===== config.mk =====
export PLATFORM = sky130hd
export DESIGN_NAME = tsq_limit_regs
export DESIGN_NICKNAME = d
export VERILOG_FILES = /design/src/hw/tsq_pkg.sv /design/src/hw/tsq_step_delay.sv /design/src/hw/tsq_limit_regs.sv
export VERILOG_INCLUDE_DIRS = /design/src /design/src/hw
export SDC_FILE = /design/constraint.sdc
export NUM_CORES = 1
export LEC_CHECK = 0
export BUFFER_PORTS_ARGS = -buffer_cell sky130_fd_sc_hd__buf_2
export CAP_MARGIN = 30
export CELL_PAD_IN_SITES_DETAIL_PLACEMENT = 0
export CELL_PAD_IN_SITES_GLOBAL_PLACEMENT = 1
export CORE_ASPECT_RATIO = 0.6
export CORE_MARGIN = 2
export CORE_UTILIZATION = 44
export DETAILED_ROUTE_END_ITERATION = 12
export PLACE_DENSITY_LB_ADDON = 0.1
export SYNTH_ARGS = -nofsm -noshare
export SYNTH_HDL_FRONTEND = slang
export SYNTH_SLANG_ARGS = --single-unit

===== constraint.sdc =====
create_clock -name pclk -period 4.4 [get_ports pclk]
set_clock_uncertainty 0.2 [all_clocks]
set_input_delay 0.22 -clock pclk [delete_from_list [all_inputs] [get_ports pclk]]
set_output_delay 0.22 -clock pclk [all_outputs]
set_load 0.01 [all_outputs]

===== src/hw/tsq_params.svh =====
// Constants of the trigger sequencer limit register bank.
// Assumes a 32-bit APB with one aligned word per register.
`ifndef TSQ_PARAMS_SVH
`define TSQ_PARAMS_SVH

// ****************************************************************
// Register byte offsets
// ****************************************************************
`define TSQ_OFS_CONTROL 8'h00
`define TSQ_OFS_BCAST 8'h04
`define TSQ_OFS_TIMER0 8'h08
`define TSQ_OFS_TIMER1 8'h0c
`define TSQ_OFS_SDELAY 8'h10
`define TSQ_OFS_COUNT0 8'h14
`define TSQ_OFS_COUNT1 8'h18
`define TSQ_OFS_HOLD 8'h1c

// ****************************************************************
// Field positions
// ****************************************************************
`define TSQ_CTL_ENABLE_BIT 0
`define TSQ_CTL_START_BIT 1
`define TSQ_CTL_BUSY_BIT 2
`define TSQ_BTE_CLK1_BIT 4
`define TSQ_BTE_TSS_LSB 0
`define TSQ_BTE_TSS_MSB 3
`define TSQ_STEP_CMD_MSB 7
`define TSQ_STEP_CMD_LSB 4
`define TSQ_STEP_OPT_MSB 3
`define TSQ_STEP_OPT_LSB 0
`define TSQ_COPY_FLAG_BIT 3

// ****************************************************************
// Encodings and reset values
// ****************************************************************
`define TSQ_CMD_CONTROL 4'h0
`define TSQ_CMD_ADD_COPY 4'h1
`define TSQ_OPT_BROADCAST 4'hf
`define TSQ_RESET_WORD 16'h0000
`define TSQ_RESET_BTE 8'h00
`define TSQ_STEP_BASE_DELAY 16'h0001

`endif


===== src/hw/tsq_pkg.sv =====
// Types shared by the trigger sequencer limit register bank.
// Assumes tsq_params.svh is on the include path.
package tsq_pkg;

    // Copy step targets, in the order of the low option bits
    typedef enum logic [2:0] {
        TSQ_TGT_TIMER0,
        TSQ_TGT_TIMER1,
        TSQ_TGT_COUNT0,
        TSQ_TGT_COUNT1,
        TSQ_TGT_SDELAY,
        TSQ_TGT_LITERAL,
        TSQ_TGT_NONE6,
        TSQ_TGT_NONE7
    } tsq_target_t;

    typedef enum logic {
        TSQ_DLY_IDLE,
        TSQ_DLY_COUNT
    } tsq_dly_state_t;

endpackage


===== src/hw/tsq_step_delay.sv =====
// Step delay timer: times each step as the delay limit plus one clock.
// Assumes start comes from the same clock.
`include "tsq_params.svh"

module tsq_step_delay (
    input wire logic pclk,
    input wire logic presetn,
    input wire logic start,
    input wire logic [15:0] delay_limit,
    output logic busy,
    output logic done
);

    tsq_pkg::tsq_dly_state_t state_ff;
    tsq_pkg::tsq_dly_state_t nxt_state;
    logic [15:0] cnt_ff;
    logic [15:0] nxt_cnt;
    logic done_ff;
    logic nxt_done;

    // ****************************************************************
    // Counter
    // ****************************************************************
    // A start while counting is ignored: the core must wait for done
    always_comb begin
        nxt_state = state_ff;
        nxt_cnt = cnt_ff;
        nxt_done = 1'b0;
        unique case (state_ff)
            tsq_pkg::TSQ_DLY_IDLE: begin
                if (start) begin
                    nxt_state = tsq_pkg::TSQ_DLY_COUNT;
                    nxt_cnt = delay_limit;
                end
            end
            tsq_pkg::TSQ_DLY_COUNT: begin
                // Zero left means the base clock has just elapsed
                if (cnt_ff == `TSQ_RESET_WORD) begin
                    nxt_state = tsq_pkg::TSQ_DLY_IDLE;
                    nxt_done = 1'b1;
                end else begin
                    nxt_cnt = cnt_ff - `TSQ_STEP_BASE_DELAY;
                end
            end
        endcase
    end

    always_ff @(posedge pclk or negedge presetn) begin
        if (!presetn) begin
            state_ff <= tsq_pkg::TSQ_DLY_IDLE;
            cnt_ff <= `TSQ_RESET_WORD;
            done_ff <= 1'b0;
        end else begin
            state_ff <= nxt_state;
            cnt_ff <= nxt_cnt;
            done_ff <= nxt_done;
        end
    end

    assign busy = (state_ff == tsq_pkg::TSQ_DLY_COUNT);
    assign done = done_ff;

endmodule


===== src/hw/tsq_limit_regs.sv =====
// Limit and broadcast register bank of the trigger sequencer, APB slave.
// Assumes a same-clock step core: one byte per step_valid pulse,
// next only after step_done.
//
// Functional notes
// - Broadcast step pulses compare 1 clock when its clock-pulse bit is set.
// - Broadcast step pulses each compare trigger 1 to 4 per enable bits 0-3.
// - Broadcast enables used only by control step with option 1111.
// - With enable and start both set, all bank registers are read-only.
// - Sixteen-bit timer 0 limit, used only by timer 0 steps.
// - Sixteen-bit timer 1 limit, used only by timer 1 steps.
// - Sixteen-bit step delay counts extra clocks inside each step.
// - Each step lasts the step delay value plus one clock.
// - Counter 0 limit serves the counter 0 jump loop or counter 0 end.
// - Counter 1 limit serves the counter 1 jump loop or counter 1 end.
// - Copy step moves the hold word into the selected limit or literal.
// - Limit, delay and hold registers clear to zero at reset.
//
// The APB register port and the register addresses are this design's own decisions.
`include "tsq_params.svh"

module tsq_limit_regs (
    input wire logic pclk,
    input wire logic presetn,
    input wire logic psel,
    input wire logic penable,
    input wire logic pwrite,
    input wire logic [7:0] paddr,
    input wire logic [31:0] pwdata,
    output logic [31:0] prdata,
    output logic pready,
    output logic pslverr,
    input wire logic step_valid,
    input wire logic [7:0] step_byte,
    output logic step_done,
    output logic step_busy,
    output logic compare1_clock_pulse,
    output logic [3:0] compare_trigger_sync,
    output logic [15:0] timer0_limit,
    output logic [15:0] timer1_limit,
    output logic [15:0] counter0_limit,
    output logic [15:0] counter1_limit,
    output logic [15:0] step_delay_limit,
    output logic literal_load,
    output logic [15:0] literal_data,
    output logic sequencer_running
);

    // ****************************************************************
    // Helpers
    // ****************************************************************
    function automatic logic [31:0] widen16(input logic [15:0] w);
        widen16 = {16'h0000, w};
    endfunction

    function automatic logic hit(input logic [7:0] a, input logic [7:0] ofs);
        hit = (a == ofs);
    endfunction

    // ****************************************************************
    // State
    // ****************************************************************
    logic enable_ff;
    logic start_ff;
    logic [7:0] bte_ff;
    logic [15:0] timer0_ff;
    logic [15:0] timer1_ff;
    logic [15:0] sdelay_ff;
    logic [15:0] count0_ff;
    logic [15:0] count1_ff;
    logic [15:0] hold_ff;
    logic [31:0] prdata_ff;
    logic pready_ff;
    logic pslverr_ff;
    logic clk1_pulse_ff;
    logic [3:0] tss_pulse_ff;
    logic literal_load_ff;
    logic [15:0] literal_ff;
    logic running_ff;
    logic [31:0] nxt_prdata;
    logic nxt_pslverr;

    // ****************************************************************
    // Bus decode
    // ****************************************************************
    wire logic setup_phase;
    wire logic access_done;
    wire logic locked;
    wire logic sel_control;
    wire logic sel_bcast;
    wire logic sel_timer0;
    wire logic sel_timer1;
    wire logic sel_sdelay;
    wire logic sel_count0;
    wire logic sel_count1;
    wire logic sel_hold;
    wire logic sel_any;
    wire logic bank_sel;
    wire logic wr_ok;

    assign setup_phase = psel && !penable && !pready_ff;
    assign access_done = psel && penable && pready_ff;

    // Step execution freezes the bank against software
    assign locked = enable_ff && start_ff;

    assign sel_control = hit(paddr, `TSQ_OFS_CONTROL);
    assign sel_bcast = hit(paddr, `TSQ_OFS_BCAST);
    assign sel_timer0 = hit(paddr, `TSQ_OFS_TIMER0);
    assign sel_timer1 = hit(paddr, `TSQ_OFS_TIMER1);
    assign sel_sdelay = hit(paddr, `TSQ_OFS_SDELAY);
    assign sel_count0 = hit(paddr, `TSQ_OFS_COUNT0);
    assign sel_count1 = hit(paddr, `TSQ_OFS_COUNT1);
    assign sel_hold = hit(paddr, `TSQ_OFS_HOLD);

    assign bank_sel = sel_bcast || sel_timer0 || sel_timer1 || sel_sdelay
                      || sel_count0 || sel_count1 || sel_hold;
    assign sel_any = sel_control || bank_sel;

    // Control stays writable so software can stop a running sequence
    assign wr_ok = access_done && pwrite && !pslverr_ff;

    wire logic wr_control;
    wire logic wr_bcast;
    wire logic wr_timer0;
    wire logic wr_timer1;
    wire logic wr_sdelay;
    wire logic wr_count0;
    wire logic wr_count1;
    wire logic wr_hold;

    assign wr_control = wr_ok && sel_control;
    assign wr_bcast = wr_ok && sel_bcast;
    assign wr_timer0 = wr_ok && sel_timer0;
    assign wr_timer1 = wr_ok && sel_timer1;
    assign wr_sdelay = wr_ok && sel_sdelay;
    assign wr_count0 = wr_ok && sel_count0;
    assign wr_count1 = wr_ok && sel_count1;
    assign wr_hold = wr_ok && sel_hold;

    // ****************************************************************
    // Step decode
    // ****************************************************************
    wire logic [3:0] step_cmd;
    wire logic [3:0] step_opt;
    wire logic step_take;
    wire logic is_broadcast;
    wire logic is_copy;
    wire tsq_pkg::tsq_target_t copy_tgt;
    wire logic cp_timer0;
    wire logic cp_timer1;
    wire logic cp_count0;
    wire logic cp_count1;
    wire logic cp_sdelay;
    wire logic cp_literal;
    wire logic dly_busy;

    assign step_cmd = step_byte[`TSQ_STEP_CMD_MSB:`TSQ_STEP_CMD_LSB];
    assign step_opt = step_byte[`TSQ_STEP_OPT_MSB:`TSQ_STEP_OPT_LSB];

    // Steps count only while running and between step delays
    assign step_take = step_valid && running_ff && !dly_busy;

    assign is_broadcast = step_take && (step_cmd == `TSQ_CMD_CONTROL)
                          && (step_opt == `TSQ_OPT_BROADCAST);
    assign is_copy = step_take && (step_cmd == `TSQ_CMD_ADD_COPY)
                     && step_opt[`TSQ_COPY_FLAG_BIT];

    assign copy_tgt = tsq_pkg::tsq_target_t'(step_opt[2:0]);
    assign cp_timer0 = is_copy && (copy_tgt == tsq_pkg::TSQ_TGT_TIMER0);
    assign cp_timer1 = is_copy && (copy_tgt == tsq_pkg::TSQ_TGT_TIMER1);
    assign cp_count0 = is_copy && (copy_tgt == tsq_pkg::TSQ_TGT_COUNT0);
    assign cp_count1 = is_copy && (copy_tgt == tsq_pkg::TSQ_TGT_COUNT1);
    assign cp_sdelay = is_copy && (copy_tgt == tsq_pkg::TSQ_TGT_SDELAY);
    assign cp_literal = is_copy && (copy_tgt == tsq_pkg::TSQ_TGT_LITERAL);

    // ****************************************************************
    // Read data and error answer
    // ****************************************************************
    always_comb begin
        nxt_prdata = 32'h0000_0000;
        if (!pwrite) begin
            if (sel_control) begin
                nxt_prdata[`TSQ_CTL_ENABLE_BIT] = enable_ff;
                nxt_prdata[`TSQ_CTL_START_BIT] = start_ff;
                nxt_prdata[`TSQ_CTL_BUSY_BIT] = dly_busy;
            end else if (sel_bcast) begin
                nxt_prdata = {24'h00_0000, bte_ff};
            end else if (sel_timer0) begin
                nxt_prdata = widen16(timer0_ff);
            end else if (sel_timer1) begin
                nxt_prdata = widen16(timer1_ff);
            end else if (sel_sdelay) begin
                nxt_prdata = widen16(sdelay_ff);
            end else if (sel_count0) begin
                nxt_prdata = widen16(count0_ff);
            end else if (sel_count1) begin
                nxt_prdata = widen16(count1_ff);
            end else if (sel_hold) begin
                nxt_prdata = widen16(hold_ff);
            end
        end
    end

    // Unmapped reads and writes, and frozen-bank writes, answer with an error
    always_comb begin
        nxt_pslverr = !sel_any;
        if (pwrite && bank_sel && locked) begin
            nxt_pslverr = 1'b1;
        end
    end

    // ****************************************************************
    // APB answer: no wait states, pready from a flop
    // ****************************************************************
    always_ff @(posedge pclk or negedge presetn) begin
        if (!presetn) begin
            pready_ff <= 1'b0;
            pslverr_ff <= 1'b0;
            prdata_ff <= 32'h0000_0000;
        end else begin
            pready_ff <= setup_phase;
            if (setup_phase) begin
                pslverr_ff <= nxt_pslverr;
                prdata_ff <= nxt_prdata;
            end else if (access_done) begin
                pslverr_ff <= 1'b0;
                prdata_ff <= 32'h0000_0000;
            end
        end
    end

    // ****************************************************************
    // Control register
    // ****************************************************************
    always_ff @(posedge pclk or negedge presetn) begin
        if (!presetn) begin
            enable_ff <= 1'b0;
            start_ff <= 1'b0;
            running_ff <= 1'b0;
        end else begin
            if (wr_control) begin
                enable_ff <= pwdata[`TSQ_CTL_ENABLE_BIT];
                start_ff <= pwdata[`TSQ_CTL_START_BIT];
            end
            running_ff <= locked;
        end
    end

    // ****************************************************************
    // Bank registers
    // ****************************************************************
    // Software and copy steps never meet: software writes need the bank
    // unlocked, copy steps need it running.
    always_ff @(posedge pclk or negedge presetn) begin
        if (!presetn) begin
            bte_ff <= `TSQ_RESET_BTE;
            hold_ff <= `TSQ_RESET_WORD;
        end else begin
            if (wr_bcast) begin
                bte_ff <= pwdata[7:0];
            end
            if (wr_hold) begin
                hold_ff <= pwdata[15:0];
            end
        end
    end

    always_ff @(posedge pclk or negedge presetn) begin
        if (!presetn) begin
            timer0_ff <= `TSQ_RESET_WORD;
            timer1_ff <= `TSQ_RESET_WORD;
        end else begin
            if (wr_timer0 || cp_timer0) begin
                timer0_ff <= cp_timer0 ? hold_ff : pwdata[15:0];
            end
            if (wr_timer1 || cp_timer1) begin
                timer1_ff <= cp_timer1 ? hold_ff : pwdata[15:0];
            end
        end
    end

    always_ff @(posedge pclk or negedge presetn) begin
        if (!presetn) begin
            count0_ff <= `TSQ_RESET_WORD;
            count1_ff <= `TSQ_RESET_WORD;
        end else begin
            if (wr_count0 || cp_count0) begin
                count0_ff <= cp_count0 ? hold_ff : pwdata[15:0];
            end
            if (wr_count1 || cp_count1) begin
                count1_ff <= cp_count1 ? hold_ff : pwdata[15:0];
            end
        end
    end

    always_ff @(posedge pclk or negedge presetn) begin
        if (!presetn) begin
            sdelay_ff <= `TSQ_RESET_WORD;
        end else if (wr_sdelay || cp_sdelay) begin
            sdelay_ff <= cp_sdelay ? hold_ff : pwdata[15:0];
        end
    end

    // ****************************************************************
    // Broadcast and literal pulses
    // ****************************************************************
    always_ff @(posedge pclk or negedge presetn) begin
        if (!presetn) begin
            clk1_pulse_ff <= 1'b0;
            tss_pulse_ff <= 4'h0;
            literal_load_ff <= 1'b0;
            literal_ff <= `TSQ_RESET_WORD;
        end else begin
            clk1_pulse_ff <= is_broadcast && bte_ff[`TSQ_BTE_CLK1_BIT];
            tss_pulse_ff <= is_broadcast ? bte_ff[`TSQ_BTE_TSS_MSB:`TSQ_BTE_TSS_LSB] : 4'h0;
            literal_load_ff <= cp_literal;
            if (cp_literal) begin
                literal_ff <= hold_ff;
            end
        end
    end

    // ****************************************************************
    // Step timing
    // ****************************************************************
    // A copy lands as its delay starts, so the
    // next step sees the new limit.
    tsq_step_delay u_step_delay (
        .pclk(pclk),
        .presetn(presetn),
        .start(step_take),
        .delay_limit(sdelay_ff),
        .busy(dly_busy),
        .done(step_done)
    );

    // ****************************************************************
    // Outputs
    // ****************************************************************
    assign prdata = prdata_ff;
    assign pready = pready_ff;
    assign pslverr = pslverr_ff;
    assign step_busy = dly_busy;
    assign compare1_clock_pulse = clk1_pulse_ff;
    assign compare_trigger_sync = tss_pulse_ff;
    assign timer0_limit = timer0_ff;
    assign timer1_limit = timer1_ff;
    assign counter0_limit = count0_ff;
    assign counter1_limit = count1_ff;
    assign step_delay_limit = sdelay_ff;
    assign literal_load = literal_load_ff;
    assign literal_data = literal_ff;
    assign sequencer_running = running_ff;

endmodule


* After elaboration in Yosys (flattened, before gate mapping)
Index checks and enable logic that the tools add are counted.
Storage, ports and cells: input bits 54, word-level logic and storage cells 120, register bits 181
Cells by class: bitwise operators 1, reduce and logical (&&, ||, !) cells 53, equality and inequality tests 16, $add $sub $neg 1, multiplexer cells 29
Operators by type and width (number):
- $mux W32 | 9
- $mux W16 | 8
- $eq A8 B5 Y1 const B | 4
- $pmux W16 S2 | 1
- $logic_and A1 B1 Y1 | 30
- $mux W29 | 1
- $eq A8 B4 Y1 const B | 2
- $logic_not A16 Y1 | 1
- $sub A16 B1 Y16 const B | 1
- $logic_or A1 B1 Y1 | 12
- $eq A8 B3 Y1 const B | 1
- $logic_not A8 Y1 | 1
- $mux W1 | 7
- $eq A3 B2 Y1 const B | 2
- $eq A3 B3 Y1 const B | 2
- $logic_not A1 Y1 | 5
- $eq A4 B1 Y1 const B | 1
- $eq A4 B4 Y1 const B | 1
- $logic_not A4 Y1 | 1
- $mux W4 | 1
- $ne A2 B2 Y1 const B | 2
- $eq A3 B1 Y1 const B | 1
- $logic_not A3 Y1 | 1
- $mux W3 | 1
- other kinds (4) | 4

* Longest topological paths before layout
Gate-level depths: netlist of run 1.
depth in word-level cells 11, mapped depth 9, mapped depth without buffers 7

* Hierarchy
From an unflattened synthesis of run 1, not the netlist that was laid out.
Unflattened totals: cells, all modules 807, area, all modules 8794.7 µm²
By module, submodules not included:
- tsq_limit_regs | area an instance 7614.8 µm², instances 1, cells each 685
- tsq_step_delay | area an instance 1179.9 µm², instances 1, cells each 122

* Worst setup path before layout of run 1
OpenSTA, ideal clock, no wires.
path kind register to register, start register u_step_delay.cnt_ff[0], end register u_step_delay.cnt_ff[10], data required time 4077 ps, arrival 2113 ps, cell stages (with the launch flop) 9, path buffers 1, library setup time 123 ps, slack 1965 ps, path through dfrtp_1 inv_1 ha_1 nor3b_1 nand2_1 nor4_1 buf_2 a21oi_1 o221a_2
Between the ends: word-level cells in the longest chain between the ends 3
RTL lines:
- start, declared | line tsq_step_delay.sv:16 | logic [15:0] cnt_ff;
- start signal, assigned | line tsq_step_delay.sv:51 | cnt_ff <= `TSQ_RESET_WORD;
- start signal, assigned | line tsq_step_delay.sv:55 | cnt_ff <= nxt_cnt;
- $sub A16 B1 Y16 (no source line) or $logic_not A16 Y1 (tied branches)
- $mux W16 or $ne A2 B2 Y1 (tied branches)
- $pmux W16 S2 or $reduce_and A2 Y1 (tied branches)
Several ways; a longest one is shown, not always the timed one. The select of a mux whose other input is x is not followed. A chain may end at the register's enable or synchronous reset.

* Worst setup path after layout of run 1
start register u_step_delay.cnt_ff[0], end register u_step_delay.cnt_ff[3]
Same word-level chain as after synthesis.

==> results.cfg, run 1 <==
[logic_synthesis]
synth_common_cells = dfrtp_1 (165), nand2_1 (151), nor2_1 (90)
synth_top_cell_by_area = dfrtp_1
synth_edf_count = 0
syn_inst = 884
syn_area_mm2 = 0.00844
yosysWarnings = 0
synth.area.top_cells = dfrtp_1 (49%), nand2_1 (6.7%), mux2_2 (6.1%)
yosysTopAreaCellShare = 0.489
synthFlopType = dfrtp_1
synthArstFlopShare = 1.00
yosysSeqAreaShare = 0.489
synth_area_per_cell_um2 = 9.55
yosysMostFrequentCell = dfrtp_1
synth.distinct_cells = 65
synth_seq_cells = 165

[placement]
place_ws_ns = 1.50
io_buffers = 160
gp_congestion = 0.874
placed_area_mm2 = 0.00946
dpl.hpwl_um = 20800

[global_route]
grt_pass1_wl_um = 44200
gr-total-overflow = 0
grt_max_degree = 100
grt_usage = 0.293
first_global_vias = 6950
antenna_found_initial = 0

[die]
row_count = 39
ios = 193
die_width_um = 183
die_y_um = 111
core_region_area_mm2 = 0.0189
dieArea_mm2 = 0.0203
initial_core_util = 0.446

[worst_hold_path]
hp-start = pwrite
min_to = pslverr
hold_class = primary input to flop
holdPathStages = 3

[worst_setup_path]
cp-end-kind = flop
ff2ff_path_depth = 9
crit_family = simple AND/OR/NAND/NOR gates
cp_cell_sequence = inv_1 -> ha_1 -> nor3b_1 -> buf_4 -> nand2_1 -> nor4_2 -> buf_4 -> nor2_1 -> o221a_2
crit_type = flop to flop
worst_r2r_startpoint = u_step_delay.cnt_ff[0]
cp.required_ns = 4.53
path_max_fanout = 11
crit_slowest_cell = nor4_2
worst_path_most_repeated_cell = buf_4
reg2reg_slack_ns = 1.61
max_stage_delay_ns = 0.51
crit_arrival_ns = 2.91
cp-startpoint = u_step_delay.cnt_ff[0]
regToRegEndpoint = u_step_delay.cnt_ff[3]
cp_num_buf_inv = 3
start_kind = flop

[clock_network]
cts_buffer_depth = 2
cts_buffers = 17
ctsHoldBuffers = 19
htreeDepth = 4
cts_setup_buffers = 0
clk_pin_slew_ns = 0.07
post_cts_resize_count = 0
cts_tree = yes
cts_root_buf = clkbuf_16
cts_sinks = 165
clk_latency_ns = 0.44

[final_layout]
nFillCells = 1758
final_area_mm2 = 0.0103
n_antenna_cell = 0
post-route-util = 0.543
syn2layout_area_growth_pct = 21.8
fin_nets = 1098
drive_above_1_share = 0.262

[drt]
dr.pass1.iters = 6
drt_iter0_markers = 909
vias = 7536
vias_per_cell = 5.79
drtAntennaViolNets = 0
drc = 0
avgRoutedWirePerCell_um = 22.3
drt_wl_total_um = 29000

[run_status]
status = complete, no violations

[timing]
setup_viol = 0
setup_tns_ns = 0
fmax_mhz = 359
slew_viol_final = 0
relSlewSlack = 0.304
hold_viol = 0
final.period_utilization = 0.633
rsz0062_at_grt = no
setup_ws_ns = 1.61
tightest_slew_ns = 1.04
period_needed_ns = 2.79

[power]
ir_worst_vdd_uv = 255
cellPowerDensity_mw_per_mm2 = 325
power_uw = 3340
leakage_uw = 0.00524

[flow_run]
maxCapViolations = 0
-- metal layers --
layer  wire length [um]  GRT usage  up-vias  share of wire
li1                   -          -     3447              -
met1              14800      0.497     3660           0.51
met2              10700      0.356      409           0.37
met3               3180     0.0762       20           0.11
met4                353     0.0672        0          0.012
met5                  0          0        -              0
-- report_power, final --
group | switching, uW | internal (uW)
Sequential | 5.65 | 1520
Combinational | 134 | 56.1
Clock | 697 | 930
-- placed cells by master (no fill, tap or decap), types with 3 or more instances in the layout --
master,n
dfrtp_1,165
a211oi_1,11
bufinv_16,3
xnor2_1,6
o21ai_0,41
a31oi_1,51
a22oi_1,3
buf_4,15
o22ai_1,5
a21oi_1,38
inv_8,3
nor2b_1,12
inv_6,5
nor3b_1,3
o221a_2,5
nor4_1,4
conb_1,16
nor2_1,90
buf_2,160
and2_1,8
a22o_1,11
mux2i_1,43
nor4b_1,3
nand3_1,18
nand2b_1,10
inv_1,5
mux4_2,3
nand2_1,151
clkbuf_16,17
mux2_2,46
o311a_1,3
nor3_1,9
dlygate4sd3_1,19
and3_1,8
o31ai_1,7
or3_1,7
-- worst max-delay path by stage --
stage	to	slack [ns]	cells after the start
2_1_floorplan	u_step_delay.cnt_ff[10]	1.96	8
3_3_place_gp	timer0_limit[8]	1.52	5
3_5_place_dp	counter1_limit[0]	1.50	6
4_1_cts	u_step_delay.cnt_ff[3]	1.65	9
5_1_grt	u_step_delay.cnt_ff[3]	1.40	9
6_report	u_step_delay.cnt_ff[3]	1.61	9
-- registers in the layout (all words and copies together), names as in the netlist, 4 cells and up --
name and flops:
counter0_limit 16, bte_ff 8, literal_data 16, prdata 16, hold_ff 16, u_step_delay.cnt_ff 16, compare_trigger_sync 4, timer0_limit 16
step_delay_limit 16, timer1_limit 16, counter1_limit 16
-- cell type report --
type | instances | area (um2) | share of cell area
Sequential cell | 165 | 4130 | 0.402
Multi-Input combinational cell | 656 | 4010 | 0.390
Timing Repair Buffer | 198 | 1190 | 0.116
Clock buffer | 18 | 439 | 0.0427
Tap cell | 246 | 308 | 0.0299
Clock inverter | 14 | 189 | 0.0184
Inverter | 5 | 18.8 | 0.00183
-- worst min-delay path, delay by kind of cell --
| family | cells | cell delay [ns] |
|---|---|---|
| buffers and inverters | 1 | 0.12 |
| AO/OA/AOI/OAI | 2 | 0.29 |
-- kinds of logic after synthesis --
kind of cell	count (synthesis)	synth area share
and+or+nand+nor	340	0.182
buffers and inverters	78	0.0443
other	1	0.000444
AOI/OAI and AO/OA	199	0.153
adders and majority gates	1	0.00148
DFF	165	0.489
xor gates and xnor gates	8	0.00830
muxes	92	0.120
-- metrics by stage --
stage	hold WS (ns)	std cells
after detailed placement	0.0557	1251
final	0.0253	1302
after global placement	0.0564	1248
after CTS	0.00336	1302
after floorplan	-0.276	899
after global routing	0.0252	1302
Note: power is estimated with default switching activity, not from simulation.
==> run 2, diff against run 1 <==
--- a/config.mk
+++ b/config.mk
@@ -12,7 +12,7 @@
 export CELL_PAD_IN_SITES_GLOBAL_PLACEMENT = 1
 export CORE_ASPECT_RATIO = 0.6
 export CORE_MARGIN = 2
-export CORE_UTILIZATION = 44
+export CORE_UTILIZATION = 41
 export DETAILED_ROUTE_END_ITERATION = 12
 export PLACE_DENSITY_LB_ADDON = 0.1
 export SYNTH_ARGS = -nofsm -noshare
==> constraint.sdc (replaced) <==
create_clock -name pclk -period 2.74 [get_ports pclk]
set_clock_uncertainty 0.2 [all_clocks]
set_input_delay 0.137 -clock pclk [delete_from_list [all_inputs] [get_ports pclk]]
set_output_delay 0.137 -clock pclk [all_outputs]
set_load 0.01 [all_outputs]
==> run 2 against run 1 <==
Global-route usage shrank 1.1 points. Combinational power grew 73%. Fmax grew 9.8%. Power grew 62%. Hold slack lost 0.020 ns. Final cell count grew 4.8%. Setup slack lost 1.4 ns. Non-clock buffer count grew 35.
==> results.cfg, run 2 (same netlist as run 1, synthesis figures left out) <==
[clock_network]
htreeDepth = 4
cts_setup_buffers = 0
clk_pin_slew_ns = 0.06
clk_latency_ns = 0.44
cts_buffer_depth = 2
cts_buffers = 17
cts_root_buf = clkbuf_16
cts_sinks = 165
cts_tree = yes

[drt]
vias_per_cell = 5.60
drt_wl_total_um = 30000
avgRoutedWirePerCell_um = 22.0
vias = 7637
dr.pass1.iters = 6
drt_iter0_markers = 979
drc = 0
drtAntennaViolNets = 0

[power]
pwr-share-clk = 0.486
cellPowerDensity_mw_per_mm2 = 511
power_uw = 5410
leakage_uw = 0.00542
p_int_uw = 4150
power_frac_comb = 0.061
ir_worst_vdd_uv = 459
switching_power_uw = 1260
swShare = 0.234
power_frac_seq = 0.453

[timing]
relSlewSlack = 0.494
setup_viol = 0
tightest_slew_ns = 0.757
period_needed_ns = 2.54
whs_ns = 0.00542
setup_tns_ns = 0
hold_viol = 0
final.period_utilization = 0.926
slew_viol_final = 0
rsz0062_at_grt = no
fmax_mhz = 394

[die]
die_width_um = 189
initial_core_util = 0.420
dieArea_mm2 = 0.0218
core_region_area_mm2 = 0.0201
row_count = 40
die_y_um = 115
ios = 193

[worst_setup_path]
crit_slowest_cell = or4_4
cp_num_buf_inv = 0
max_stage_delay_ns = 0.58
path_depth = 5
path_max_fanout = 6
worst_r2r_startpoint = u_step_delay.cnt_ff[2]
cp-end-kind = flop
ff2ff_path_depth = 5
cp-startpoint = u_step_delay.cnt_ff[2]
crit_type = flop to flop
start_kind = flop
crit_arrival_ns = 2.71
reg2reg_slack_ns = 0.20
crit_path_end = u_step_delay.cnt_ff[11]
cp_cell_sequence = or4_4 -> or4_4 -> or3_1 -> or3_1 -> nand3_1
cp.required_ns = 2.92
crit_family = simple AND/OR/NAND/NOR gates
regToRegEndpoint = u_step_delay.cnt_ff[11]

[placement]
io_buffers = 160
dpl.hpwl_um = 22100
gp_congestion = 0.885
dp_cells = 1309

[worst_hold_path]
hold_class = primary input to flop
holdPathStages = 4
hp-start = step_byte[2]

[flow_run]
maxCapViolations = 0

[final_layout]
nFillCells = 1886
syn2layout_area_growth_pct = 25.6
n_antenna_cell = 0
final_cells = 1364
multi_input_area_mm2 = 0.00401
final_common_cell = dfrtp_1
fin_nets = 1133
drive_above_1_share = 0.282
regArea_mm2 = 0.00413
mostFrequentLayoutCells = dfrtp_1 (165), buf_2 (159), nand2_1 (151), nor2_1 (90), a31oi_1 (51)

[global_route]
grt_pass1_wl_um = 45300
first_global_vias = 6898
grt_max_degree = 63
gr-total-overflow = 0
grt_usage = 0.282
antenna_found_initial = 0

[run_status]
status = complete, no violations
==> run 2: cell count changes in the layout (fill, tap and decap cells not counted), sizes merged <==
cell | before | now
dlygate4sd3 | 19 | 23
buf | 179 | 210
bufinv | 3 | 4
clkinv | 2 | 7
clkinvlp | 1 | 0
clkbuf | 18 | 20
inv | 13 | 6
==> run 2: worst reg2reg max path: cells and delay by family, from the launching register on <==
family | cells | cell delay (ns)
AND/OR/NAND/NOR | 5 | 1.84
flip-flops | 1 | 0.44
==> run 2: final cells by class <==
cell class                 instances  share of cell area
clock buffer                      20              0.0440
multi-input combinational        656               0.378
inverter                           5             0.00177
clock inverter                    12              0.0165
sequential                       165               0.390
tap                              273              0.0322
timing repair buffer             233               0.138
==> run 2: power groups by stage <==
| stage | registers (uW) | clock network, uW | logic (uW) |
|---|---|---|---|
| after floorplan | 2500 | 0 | 126 |
| after CTS | 2450 | 2670 | 323 |
| after global placement | 2500 | 0 | 297 |
| after detailed placement | 2500 | 0 | 295 |
| final | 2450 | 2630 | 328 |
| after global routing | 2450 | 2800 | 355 |
==> run 2: what timing repair did <==
item | CTS | global route
hold buffers | 23 | 0
gates resized for setup | 0 | 0
endpoints found under the hold margin | 250 | 0
==> run 2: worst min-delay path by stage <==
| stage | to | slack [ns] |
|---|---|---|
| global route | literal_load | 0.02 |
| finish | literal_load | 0.005 |
| floorplan | bte_ff[0] | -0.36 |
| global placement | literal_data[0] | -0.01 |
| CTS | prdata[13] | 0.002 |
| detailed placement | literal_data[0] | -0.02 |
==> run 2: metrics by stage <==
| step | instance area, um2 | setup WS, ns | util |
|---|---|---|---|
| detailed placement | 9730 | 0.230 | 0.483 |
| global placement | 9730 | 0.258 | 0.483 |
| global route | 10600 | 0.134 | 0.527 |
| CTS | 10600 | 0.234 | 0.527 |
| floorplan | 8500 | 0.305 | - |
| finish | 10600 | 0.203 | 0.527 |
==> run 2: metal layers <==
| metal | global-route usage | up-vias | share of wire | wire, um |
|---|---|---|---|---|
| li1 | - | 3527 | - | - |
| met1 | 0.480 | 3706 | 0.53 | 15800 |
| met2 | 0.339 | 390 | 0.36 | 10900 |
| met3 | 0.0882 | 14 | 0.11 | 3220 |
| met4 | 0.0362 | 0 | 0.0039 | 116 |
| met5 | 0 | - | 0 | 0 |
==> run 3, diff against run 2 <==
--- a/config.mk
+++ b/config.mk
@@ -12,9 +12,10 @@
 export CELL_PAD_IN_SITES_GLOBAL_PLACEMENT = 1
 export CORE_ASPECT_RATIO = 0.6
 export CORE_MARGIN = 2
-export CORE_UTILIZATION = 41
+export CORE_UTILIZATION = 43
 export DETAILED_ROUTE_END_ITERATION = 12
 export PLACE_DENSITY_LB_ADDON = 0.1
 export SYNTH_ARGS = -nofsm -noshare
 export SYNTH_HDL_FRONTEND = slang
+export SYNTH_HIERARCHICAL = 1
 export SYNTH_SLANG_ARGS = --single-unit
==> run 3 against run 2 <==
Power fell by 5.2%. First-iteration DRC count fell by 20%. Register-to-register slack improved by 0.13 ns. Clock-buffer cell count rose by 1. Setup slack improved by 0.13 ns. Critical path type unchanged. Critical endpoint is now u_step_delay/cnt_ff[1]. Highest routed layer unchanged.
==> results.cfg, run 3 <==
[timing]
setup_tns_ns = 0
hold_viol = 0
rsz0062_at_grt = no
slew_viol_final = 0
whs_ns = 0.0419
relSlewSlack = 0.454
period_needed_ns = 2.40
setup_viol = 0
fmax_mhz = 416
tightest_slew_ns = 0.817
final.period_utilization = 0.878

[logic_synthesis]
synth_top_cell_by_area = dfrtp_1
synth_seq_cells = 165
synth_common_cells = dfrtp_1 (165), mux2_2 (60), nand2_1 (53)
synth_area_per_cell_um2 = 10.9
syn_area_mm2 = 0.00879
synth.distinct_cells = 80
syn_inst = 807
synthArstFlopShare = 1.00
synth.area.top_cells = dfrtp_1 (47%), mux2_2 (7.7%), mux2i_1 (5.5%)
yosysTopAreaCellShare = 0.469
synthFlopType = dfrtp_1
yosysMostFrequentCell = dfrtp_1
yosysWarnings = 6
synth_edf_count = 0
yosysSeqAreaShare = 0.469

[global_route]
first_global_vias = 7511
grt_max_degree = 66
grt_pass1_wl_um = 46200
antenna_found_initial = 1
grt_usage = 0.287
gr-total-overflow = 0

[drt]
drtAntennaViolNets = 0
vias_per_cell = 6.12
avgRoutedWirePerCell_um = 24.0
drt_wl_total_um = 30700
vias = 7829
dr.pass1.iters = 6
drt_iter0_markers = 786
drc = 0

[clock_network]
cts_sinks = 165
cts_tree = yes
clk_pin_slew_ns = 0.06
cts_setup_buffers = 0
cts_buffer_depth = 2
cts_root_buf = clkbuf_16
htreeDepth = 4
cts_buffers = 17
clk_latency_ns = 0.44
post_cts_resize_count = 0
ctsHoldBuffers = 21

[flow_run]
maxCapViolations = 0

[worst_setup_path]
worst_r2r_startpoint = u_step_delay/cnt_ff[7]
cp-end-kind = flop
reg2reg_slack_ns = 0.34
cp.required_ns = 2.86
crit_type = flop to flop
start_kind = flop
crit_arrival_ns = 2.52
ff2ff_path_depth = 5
regToRegEndpoint = u_step_delay/cnt_ff[1]
path_max_fanout = 7

[placement]
dp_cells = 1229
io_buffers = 160
dpl.hpwl_um = 21800
gp_congestion = 0.860

[final_layout]
final_cells = 1280
fin_nets = 1051
final_common_cell = dfrtp_1
drive_above_1_share = 0.332
nFillCells = 1777
mostFrequentLayoutCells = dfrtp_1 (165), buf_2 (159), mux2_2 (60), nand2_1 (53), nor2_1 (52)
syn2layout_area_growth_pct = 22.6
n_antenna_cell = 0

[power]
cellPowerDensity_mw_per_mm2 = 476
ir_worst_vdd_uv = 452
power_uw = 5130
leakage_uw = 0.00554

[run_status]
status = complete, no violations

[worst_hold_path]
holdPathStages = 4
hold_class = primary input to flop
hp-start = step_byte[4]
min_to = compare_trigger_sync[3]

[die]
die_y_um = 115
dieArea_mm2 = 0.0217
row_count = 40
initial_core_util = 0.439
ios = 193
die_width_um = 189
core_region_area_mm2 = 0.0200
==> run 3: changes by cell type in the layout (fill, tap and decap cells not counted), moves of 14 or more <==
cell,previous run,this run
a2bb2oi_1,1,17
a31oi_1,51,35
mux2_1,0,22
mux2_2,46,60
nand2_1,151,53
nor2_1,90,52
o21ai_1,0,18
==> run 3: area by class of cell <==
type / instances / area, um2 / share of cell area
clock buffers: 21 / 460 / 0.0427
clock inverters: 9 / 105 / 0.00974
inverters: 8 / 30.0 / 0.00278
multi-input cells: 578 / 4340 / 0.402
flip-flops and latches: 165 / 4130 / 0.383
well taps: 273 / 342 / 0.0317
repair buffers: 226 / 1380 / 0.128
==> run 3: report_power, final <==
group	leakage [uW]	internal, uW	switching, uW
sequential	0.00225	2440	8.67
combinational	0.00301	97.3	200
clock	0.000279	1380	1010
total	0.00554	3920	1210
==> run 3: cell families (layout without fill, tap and decap cells) <==
logic type,after synthesis,after routing,synth area share
mux,141,141,0.188
other cells,1,16,0.000426
simple gates,202,202,0.134
xor+xnor,3,3,0.00299
flops,165,165,0.469
buf+inv,79,264,0.0451
compound gates,215,215,0.159
fa+ha+maj,1,1,0.00142
==> run 3: worst max-delay path, cell delays in order (launching register included) <==
cell and delay [ns]:
dfrtp_1 0.47, nor4_1 0.64, nand4_1 0.36, o21bai_1 0.35
inv_1 0.13, mux2i_1 0.14
==> run 3: how the worst max path moves through the flow <==
stage / from / endpoint / cells after the start / slack (ns)
floorplan: pready / hold_ff[10] / 6 / 0.47
finish: u_step_delay/cnt_ff[7] / u_step_delay/cnt_ff[1] / 5 / 0.34
detailed placement: pready / step_delay_limit[13] / 4 / 0.38
CTS: pready / step_delay_limit[13] / 4 / 0.37
global placement: u_step_delay/cnt_ff[7] / u_step_delay/cnt_ff[1] / 5 / 0.41
global route: u_step_delay/cnt_ff[9] / u_step_delay/cnt_ff[0] / 5 / 0.02
==> run 3: per-layer routing <==
metal / routed length, um / vias to the layer above / GRT usage
met3: 3280 / 39 / 0.0742
met1: 14300 / 3946 / 0.443
met4: 425 / 0 / 0.0724
li1: - / 3383 / -
met2: 12600 / 461 / 0.399
met5: 0 / - / 0
==> run 3: stage by stage <==
step	utilization	instance area [um2]	worst slack [ns]
floorplan	-	8850	0.471
CTS	0.539	10800	0.374
detailed placement	0.500	10000	0.380
global placement	0.500	10000	0.406
global route	0.539	10800	0.0195
finish	0.539	10800	0.335
